<file path="config.mk">
export PLATFORM = sky130hd
export DESIGN_NAME = tmr_timer
export DESIGN_NICKNAME = d
export VERILOG_FILES = /design/src/logic/tmr_pkg.sv /design/src/logic/tmr_timer.sv
export SDC_FILE = /design/constraint.sdc
export NUM_CORES = 1
export LEC_CHECK = 0
export ABC_CLOCK_PERIOD_IN_PS = 2950
export BUFFER_PORTS_ARGS = -buffer_cell sky130_fd_sc_hd__buf_2
export CAP_MARGIN = 5
export CORE_AREA = 2 2 83 77
export CTS_BUF_LIST = sky130_fd_sc_hd__clkbuf_16
export CTS_CLUSTER_SIZE = 20
export DETAILED_ROUTE_END_ITERATION = 7
export DIE_AREA = 0 0 85 79
export PLACE_DENSITY = 0.77
export SETUP_SLACK_MARGIN = 0.2
export SLEW_MARGIN = 10
export SYNTH_ARGS = -nofsm -noshare
export SYNTH_HDL_FRONTEND = slang
export SYNTH_SLANG_ARGS = --single-unit
</file>
<file path="constraint.sdc">
create_clock -name SYS_CLK_I -period 2.95 [get_ports SYS_CLK_I]
set_clock_uncertainty 0.05 [all_clocks]
set_input_delay 0.1475 -clock SYS_CLK_I [delete_from_list [all_inputs] [get_ports SYS_CLK_I]]
set_output_delay 0.1475 -clock SYS_CLK_I [all_outputs]
set_load 0.01 [all_outputs]
</file>
<file path="src/logic/tmr_pkg.sv">
package tmr_pkg;

  // --------------------------------------------------------------
  // Register addresses on the special function register bus
  // --------------------------------------------------------------
  localparam logic [7:0] ADDR_TIMER_CONTROL = 8'h91;
  localparam logic [7:0] ADDR_RELOAD_LOW_BYTE = 8'h92;
  localparam logic [7:0] ADDR_RELOAD_HIGH_BYTE = 8'h93;
  localparam logic [7:0] ADDR_COUNT_LOW_BYTE = 8'h94;
  localparam logic [7:0] ADDR_COUNT_HIGH_BYTE = 8'h95;

  // --------------------------------------------------------------
  // Control register field positions
  // --------------------------------------------------------------
  localparam int BIT_HIGH_OVERFLOW_FLAG = 7;
  localparam int BIT_LOW_OVERFLOW_FLAG = 6;
  localparam int BIT_LOW_BYTE_IRQ_ENABLE = 5;
  localparam int BIT_SOF_CAPTURE_ENABLE = 4;
  localparam int BIT_SPLIT_MODE = 3;
  localparam int BIT_RUN_CONTROL = 2;
  localparam int BIT_ALT_CLOCK_SELECT = 0;

  // --------------------------------------------------------------
  // Reset values and timing counts
  // --------------------------------------------------------------
  localparam logic [7:0] RESET_BYTE = 8'h00;
  localparam logic [7:0] BYTE_ALL_ONES = 8'hFF;
  localparam int SYSTEM_CLOCK_DIVIDE = 12;
  localparam int EXT_DIVIDE = 8;
  localparam logic [3:0] DIV12_LAST = 4'(SYSTEM_CLOCK_DIVIDE - 1);
  localparam logic [2:0] EXT_DIV_LAST = 3'(EXT_DIVIDE - 1);

  // --------------------------------------------------------------
  // Whole state of the timer
  // --------------------------------------------------------------
  typedef struct packed {
    logic high_overflow_flag;
    logic low_overflow_flag;
    logic low_byte_irq_enable;
    logic sof_capture_enable;
    logic split_mode;
    logic run_control;
    logic alt_clock_select;
    logic [7:0] reload_low_byte;
    logic [7:0] reload_high_byte;
    logic [7:0] count_low_byte;
    logic [7:0] count_high_byte;
    logic [3:0] div12;
    logic ext_s1;
    logic ext_s2;
    logic ext_s3;
    logic [2:0] ext_div;
    logic [7:0] rdata;
  } tmr_state_t;

endpackage

</file>
<file path="src/logic/tmr_timer.sv">
`timescale 1ns/10ps
module tmr_timer
  import tmr_pkg::*;
(
  input wire logic SYS_CLK_I,
  input wire logic RST_I,
  input wire logic [7:0] SFR_ADDR_I,
  input wire logic SFR_WR_I,
  input wire logic [7:0] SFR_WDATA_I,
  input wire logic SFR_RD_I,
  output logic [7:0] SFR_RDATA_O,
  input wire logic HIGH_CLK_SEL_I,
  input wire logic LOW_CLK_SEL_I,
  input wire logic EXT_OSC_I,
  input wire logic SOF_I,
  input wire logic TIMER_IRQ_EN_I,
  output logic IRQ_O
);

  tmr_state_t s;
  tmr_state_t next_s;
  logic ext_rise;
  logic ext_tick;
  logic pre_tick;
  logic alt_tick;
  logic lo_tick;
  logic hi_tick;
  logic lo_run;
  logic hi_run;
  logic lo_wrap;
  logic hi_wrap;
  logic sof_evt;
  logic wr_ctrl;
  logic lo_zero;

  // --------------------------------------------------------------
  // Helpers
  // --------------------------------------------------------------

  // One byte step: wrap to zero when zero is set (capture, or a 16-bit low carry), else reload
  function automatic logic [7:0] bump(input logic [7:0] v,
                                      input logic [7:0] r,
                                      input logic zero);
    logic [7:0] res;
    if (v == BYTE_ALL_ONES)
    begin
      res = zero ? RESET_BYTE : r;
    end
    else
    begin
      res = v + 8'h01;
    end
    return res;
  endfunction

  // --------------------------------------------------------------
  // Count sources and events
  // --------------------------------------------------------------

  // Edge detect reads only the second and third sync stages
  assign ext_rise = s.ext_s2 & ~s.ext_s3;
  assign ext_tick = ext_rise && (s.ext_div == EXT_DIV_LAST);
  assign pre_tick = (s.div12 == DIV12_LAST);
  assign alt_tick = s.alt_clock_select ? ext_tick : pre_tick;
  assign lo_tick = LOW_CLK_SEL_I ? 1'b1 : alt_tick;
  assign hi_tick = HIGH_CLK_SEL_I ? 1'b1 : alt_tick;
  // Whole 16-bit counter follows the low byte source
  assign lo_run = s.split_mode ? lo_tick : (s.run_control & lo_tick);
  assign lo_wrap = lo_run && (s.count_low_byte == BYTE_ALL_ONES);
  assign hi_run = s.split_mode ? (s.run_control & hi_tick) : lo_wrap;
  assign hi_wrap = hi_run && (s.count_high_byte == BYTE_ALL_ONES);
  // 16-bit mode: a low wrap alone carries, only a full wrap reloads
  assign lo_zero = s.sof_capture_enable | (~s.split_mode & ~hi_wrap);
  assign sof_evt = SOF_I & s.sof_capture_enable;
  assign wr_ctrl = SFR_WR_I && (SFR_ADDR_I == ADDR_TIMER_CONTROL);

  // --------------------------------------------------------------
  // Next state
  // --------------------------------------------------------------

  // Software writes to counts win over counting; flag sets win
  always_comb
  begin
    next_s = s;
    next_s.ext_s1 = EXT_OSC_I;
    next_s.ext_s2 = s.ext_s1;
    next_s.ext_s3 = s.ext_s2;
    if (ext_rise)
    begin
      next_s.ext_div = s.ext_div + 3'h1;
    end
    next_s.div12 = pre_tick ? 4'h0 : s.div12 + 4'h1;
    // Counting, reload, or wrap to zero in capture mode or on a 16-bit low carry
    if (lo_run)
    begin
      next_s.count_low_byte = bump(s.count_low_byte,
        s.reload_low_byte, lo_zero);
    end
    if (hi_run)
    begin
      next_s.count_high_byte = bump(s.count_high_byte,
        s.reload_high_byte, s.sof_capture_enable);
    end
    // Capture of the current count on start of frame
    if (sof_evt)
    begin
      next_s.reload_low_byte = s.count_low_byte;
      next_s.reload_high_byte = s.count_high_byte;
    end
    // Register writes; bit 1 has no storage
    if (wr_ctrl)
    begin
      next_s.high_overflow_flag =
        SFR_WDATA_I[BIT_HIGH_OVERFLOW_FLAG];
      next_s.low_overflow_flag = SFR_WDATA_I[BIT_LOW_OVERFLOW_FLAG];
      next_s.low_byte_irq_enable = SFR_WDATA_I[BIT_LOW_BYTE_IRQ_ENABLE];
      next_s.sof_capture_enable = SFR_WDATA_I[BIT_SOF_CAPTURE_ENABLE];
      next_s.split_mode = SFR_WDATA_I[BIT_SPLIT_MODE];
      next_s.run_control = SFR_WDATA_I[BIT_RUN_CONTROL];
      next_s.alt_clock_select = SFR_WDATA_I[BIT_ALT_CLOCK_SELECT];
    end
    if (SFR_WR_I && SFR_ADDR_I == ADDR_RELOAD_LOW_BYTE)
    begin
      next_s.reload_low_byte = SFR_WDATA_I;
    end
    if (SFR_WR_I && SFR_ADDR_I == ADDR_RELOAD_HIGH_BYTE)
    begin
      next_s.reload_high_byte = SFR_WDATA_I;
    end
    if (SFR_WR_I && SFR_ADDR_I == ADDR_COUNT_LOW_BYTE)
    begin
      next_s.count_low_byte = SFR_WDATA_I;
    end
    if (SFR_WR_I && SFR_ADDR_I == ADDR_COUNT_HIGH_BYTE)
    begin
      next_s.count_high_byte = SFR_WDATA_I;
    end
    // Hardware sets beat a same-cycle software clear
    if (lo_wrap)
    begin
      next_s.low_overflow_flag = 1'b1;
    end
    if (hi_wrap || sof_evt)
    begin
      next_s.high_overflow_flag = 1'b1;
    end
    // Read data captured on the strobe, held until the next one
    if (SFR_RD_I)
    begin
      case (SFR_ADDR_I)
        ADDR_TIMER_CONTROL:
        begin
          next_s.rdata = {s.high_overflow_flag, s.low_overflow_flag,
            s.low_byte_irq_enable, s.sof_capture_enable, s.split_mode,
            s.run_control, 1'b0, s.alt_clock_select};
        end
        ADDR_RELOAD_LOW_BYTE:
        begin
          next_s.rdata = s.reload_low_byte;
        end
        ADDR_RELOAD_HIGH_BYTE:
        begin
          next_s.rdata = s.reload_high_byte;
        end
        ADDR_COUNT_LOW_BYTE:
        begin
          next_s.rdata = s.count_low_byte;
        end
        ADDR_COUNT_HIGH_BYTE:
        begin
          next_s.rdata = s.count_high_byte;
        end
        default:
        begin
          next_s.rdata = RESET_BYTE;
        end
      endcase
    end
  end

  // --------------------------------------------------------------
  // State register
  // --------------------------------------------------------------

  // Synchronous reset zeroes everything
  always_ff @(posedge SYS_CLK_I)
  begin
    if (RST_I)
    begin
      s <= '0;
    end
    else
    begin
      s <= next_s;
    end
  end

  // --------------------------------------------------------------
  // Outputs
  // --------------------------------------------------------------

  // Request stays up while a gated flag stays set
  assign IRQ_O = TIMER_IRQ_EN_I & (s.high_overflow_flag |
    (s.low_byte_irq_enable & s.low_overflow_flag));
  assign SFR_RDATA_O = s.rdata;

  logic wr_any;
  logic wr_count;
  assign wr_any = SFR_WR_I;
  assign wr_count = wr_any && (SFR_ADDR_I == ADDR_COUNT_LOW_BYTE ||
    SFR_ADDR_I == ADDR_COUNT_HIGH_BYTE);
endmodule

</file>
# Word-level counts from Yosys, hierarchy flattened

Cells that the tools add are included.

Register bits: 57

Eq/ne operators: 9
Add/sub/neg operators: 4
Muxes and demuxes: 20
Bitwise operators: 12
Reduce and logical (&&, ||, !) cells: 16

Operators with widths:

| cell                | number |
|---|---|
| $mux 8              | 10 |
| $eq 8x8->1 const B  | 7 |
| $pmux 8 s5          | 1 |
| $add 8x1->8 const B | 2 |
| $mux 16             | 1 |
| $reduce_bool 2->1   | 6 |
| $logic_and 1x1->1   | 8 |
| $and 1x1->1         | 7 |
| $mux 1              | 7 |
| $mux 7              | 1 |
| $add 4x1->4 const B | 1 |
| $eq 4x4->1 const B  | 1 |
| $add 3x1->3 const B | 1 |
| $eq 3x3->1 const B  | 1 |
| $not 1->1           | 3 |
| $or 1x1->1          | 2 |
| $reduce_or 2->1     | 1 |
| $logic_or 1x1->1    | 1 |

# Longest topological paths before layout

Depth in word-level cells: 17
Depth in mapped cells: 8

# Least setup slack after synthesis

Ideal clock, no wire load.

Kind: register to register
Start: reg s[18] (netlist name)
End: reg s[32] (netlist name)
Cell stages (with the launch flop): 9
Library setup time: 0.088 ns
Arrival time: 1.883 ns
Setup slack: 0.929 ns
Path buffers: 2
Period minus slack after synthesis: 2.021 ns
Data required time: 2.812 ns
Cell sequence: dfxtp_1 -> ha_1 -> buf_4 -> and3_1 -> clkbuf_1 -> a31oi_1 -> nor4_4 -> a211oi_1 -> nor4_2

Longest elaborated chain between the ends: 9

RTL lines:

| item                   | RTL line         | RTL |
|---|---|---|
| start, declared        | tmr_timer.sv:20  | `tmr_state_t s;` |
| start signal, assigned | tmr_timer.sv:194 | `s <= next_s;` |
| $eq 8x8->1             | tmr_timer.sv:71  | `assign hi_wrap = hi_run && (s.count_high_byte == BYTE_ALL_ONES);` |
| $logic_and 1x1->1      | tmr_timer.sv:71  |  |
| $not 1->1              | tmr_timer.sv:73  | `assign lo_zero = s.sof_capture_enable \| (~s.split_mode & ~hi_wrap);` |
| $and 1x1->1            | tmr_timer.sv:73  |  |
| $or 1x1->1             | tmr_timer.sv:73  |  |
| $mux 8                 | tmr_timer.sv:47  | `res = zero ? RESET_BYTE : r;` |
| $mux 8                 | tmr_timer.sv:45  | `if (v == BYTE_ALL_ONES)` |
| $mux 8                 | tmr_timer.sv:94  | `if (lo_run)` |
| $mux 8                 | tmr_timer.sv:130 | `if (SFR_WR_I && SFR_ADDR_I == ADDR_COUNT_LOW_BYTE)` |

No other way between the ends. The select of a mux whose other input is x is not followed.
A chain may end at the register's enable or synchronous reset.

# Worst setup path in the final report

Ends and elaborated chain as after synthesis.

==> flow_metrics.tcl <==
set metrics [dict create \
    cap_violations 0 \
    grt_pass1_wl_um 15460 \
    switching_share 0.2291 \
    ant_nets 0 \
    syn_to_final_growth_pct 11.78 \
    cpPeakStageDelay_ps 490 \
    seq_area_mm2 0.001141 \
    die_h_um 79 \
    fmax_ghz 0.4366 \
    synth-edff-count 0 \
    grt_util_all_layers 0.2974 \
    min_path_type "input pin to register" \
    diodes 0 \
    worst_slew_pin_slew_ps 612.8 \
    clk_path_buf_depth 2 \
    start_util 0.5786 \
    hpwlAfterDp_um 6764 \
    crit_path_max_fanout 8 \
    ys_ff_latch 57 \
    relSlewSlack 0.5902 \
    path_delay_family "simple AND/OR/NAND/NOR gates" \
    totalWireLength_um 9455 \
    syn-mean-instance-area_um2 8.595 \
    post_cts_buffers 0 \
    leakage_nw 1.406 \
    clock_latency_ps 330 \
    period_needed_ps 2290 \
    total_power_mw 1.908 \
    finalSetupTns_ps 0 \
    grt_pass1_vias 2975 \
    cpMaxStageDelayCell "nor4_4" \
    portBuffers 33 \
    synth_top_area_cell "dfxtp_1" \
    status "finished, final reports clean" \
    cts.sinks 57 \
    antenna_found_initial 0 \
    core_mm2 0.005912 \
    rsz0062_at_grt "no" \
    power_switching_mw 0.4370 \
    design.die.area_mm2 0.006715 \
    power.internal_mw 1.471 \
    synth.area.top_cells "dfxtp_1, mux2i_1, nor2_1" \
    cts_tree "yes" \
    cts_inserted_buffers 9 \
    htree_levels 3 \
    drc 0 \
    crit_chain "ha_1 -> and3_1 -> a31oi_1 -> nor4_4 -> a211oi_1 -> nor4_2" \
    seqPwrFrac 0.416 \
    rows 27 \
    yosysSeqAreaShare 0.3336 \
    grt_max_degree 32 \
    wl_per_cell_um 19.34 \
    dr.pass1.iters 5 \
    criticalPathCategory "register to register" \
    crit_required_ps 3150 \
    num-fill-cells 481 \
    ys_warn_count 0 \
    fin_crit_sh 0.7763 \
    fin_nets 442 \
    synth.cell_area_mm2 0.003421 \
    syn_inst 398 \
    ys.flop_type "dfxtp_1" \
    ff2ff_path_depth 6 \
    cp_num_cells 6 \
    path_clk_slew_ps 50 \
    drive_gt1_frac 0.1775 \
    setup-violations-final 0 \
    hold_depth 3 \
    die_w_um 85 \
    dr.first_iter.drc_count 294 \
    startpoint_type "register" \
    ir_worst_vdd_mv 0.4971 \
    worstPathArrival_ps 2490 \
    syn_nets 428 \
    synthDistinctLibCells 59 \
    drv_slew 0 \
    pwr-share-comb 0.063 \
    finalWeightedCongestion 0.9305 \
    power.density_mw_per_mm2 498.9 \
    netlist.area_leader.share 0.3336 \
    vias 3222 \
    vias_per_cell 6.589 \
    io_pins 34 \
    finalHoldViolCount 0 \
    critPathBufInv 0 \
    crit_path_end_kind "register" \
    root_buffer "clkbuf_16" \
    async_flop_share 0 \
    gr-total-overflow 0 \
    multi_input_area_mm2 0.002077 \
    clkPwrFrac 0.521 \
]
[worst paths after layout]
kind	start	end	slack, ps
setup / recovery	s[18]	s[32]	660
hold / removal	SFR_WDATA_I[1]	s[19]	80
hold reg to reg	next_s[12]	next_s[11]	400
setup reg to reg	s[18]	s[32]	660
[per-stage QoR]
step / cell area [µm²] / cells / utilization / worst slack [ps] / hold WS [ps]
2_1_floorplan: 3421 / 398 / - / 928.7 / 225.7
3_3_place_gp: 3526 / 472 / 0.5964 / 769.0 / 310.9
3_5_place_dp: 3526 / 472 / 0.5964 / 723.4 / 312.6
4_1_cts: 3824 / 489 / 0.6468 / 680.2 / 73.80
5_1_grt: 3824 / 489 / 0.6468 / 415.4 / 94.61
6_report: 3824 / 489 / 0.6468 / 659.8 / 77.55
[logic make-up (layout without fill, tap and decap cells)]
kind of cell             count (synthesis)  count (layout)  synth area share
AO/OA/AOI/OAI                           84              84            0.1825
XOR/XNOR                                 7               7           0.01792
adder cells (fa/ha/maj)                  5               5           0.01829
buffers and inverters                   41              60           0.05925
flip-flops                              57              57            0.3336
multiplexers                            33              33           0.09839
AND/OR/NAND/NOR                        171             171            0.2901
[synthesized netlist by cell type, types with 3 or more instances]
| library cell | instances |
|---|---|
| dfxtp_1 | 57 |
| nor2_1 | 54 |
| mux2i_1 | 28 |
| nand2_1 | 22 |
| a211oi_1 | 17 |
| nand3_1 | 17 |
| nor3_1 | 17 |
| clkbuf_1 | 15 |
| a21oi_1 | 12 |
| buf_4 | 10 |
| nor2b_1 | 10 |
| nand4_1 | 9 |
| a221oi_1 | 8 |
| a311oi_1 | 8 |
| buf_2 | 8 |
| nor4_1 | 8 |
| o21ai_0 | 8 |
| inv_1 | 6 |
| a31oi_1 | 5 |
| ha_1 | 5 |
| mux2_2 | 5 |
| nor3b_1 | 5 |
| a22oi_1 | 4 |
| nand3b_1 | 4 |
| o31ai_1 | 4 |
| xnor2_1 | 4 |
| a41oi_1 | 3 |
| and2_1 | 3 |
| xor2_1 | 3 |
[flip-flops by register name, summed over array words and instances, names as in the netlist]
| register | flops |
|---|---|
| SFR_RDATA_O | 8 |
| next_s | 2 |
| s | 47 |
[power groups by stage]
stage	clock (mW)	combinational, mW	sequential (mW)
final	0.994	0.120	0.793
after CTS	1.01	0.118	0.793
after detailed placement	0	0.116	0.809
after global placement	0	0.113	0.808
after floorplan	0	0.0754	0.806
after global routing	1.05	0.129	0.794
[what timing repair did]
item                                    in CTS  in global routing
endpoints found under the setup margin       0                  0
hold buffers                                 1                  0
endpoints found under the hold margin        1                  0
resized for setup                            0                  0
[layout by cell type, fill, tap and decap left out, drive strengths merged, types with 3 or more instances in the layout]
master / synthesis / final
a21oi: 12 / 12
a211oi: 17 / 17
nand2: 24 / 24
a221oi: 8 / 8
buf: 19 / 37
a22oi: 4 / 4
mux2: 5 / 5
nand4: 9 / 9
nor2: 54 / 54
nand3b: 4 / 4
nand3: 17 / 17
o21ai: 9 / 9
ha: 5 / 5
nor4: 11 / 11
xor2: 3 / 3
o31ai: 4 / 4
a41oi: 3 / 3
clkbuf: 16 / 9
dfxtp: 57 / 57
nor3b: 5 / 5
nor2b: 10 / 10
nor4b: 3 / 3
and2: 3 / 3
xnor2: 4 / 4
inv: 6 / 7
nor3: 19 / 19
a311oi: 8 / 8
mux2i: 28 / 28
a31oi: 5 / 5
clkinv: 0 / 3
[area by class of cell]
| type | count | share of cell area |
|---|---|---|
| Multi-Input combinational cell | 300 | 0.5432 |
| Tap cell | 72 | 0.02356 |
| Sequential cell | 57 | 0.2984 |
| Clock inverter | 7 | 0.01636 |
| Timing Repair Buffer | 38 | 0.05366 |
| Clock buffer | 9 | 0.05890 |
| Inverter | 6 | 0.005890 |
[layer usage]
layer,vias to the layer above,track usage,share of wire
met1,1497,0.3935,0.41
met5,-,0,0
met3,29,0.09252,0.12
met4,0,0.1032,0.029
met2,180,0.4586,0.44
li1,1516,-,-
[worst min-delay path, stage by stage]
cell and delay [ps]:
buf_2 140, nand2_1 60, a21oi_1 60
Note: power is estimated with default switching activity, not from simulation.
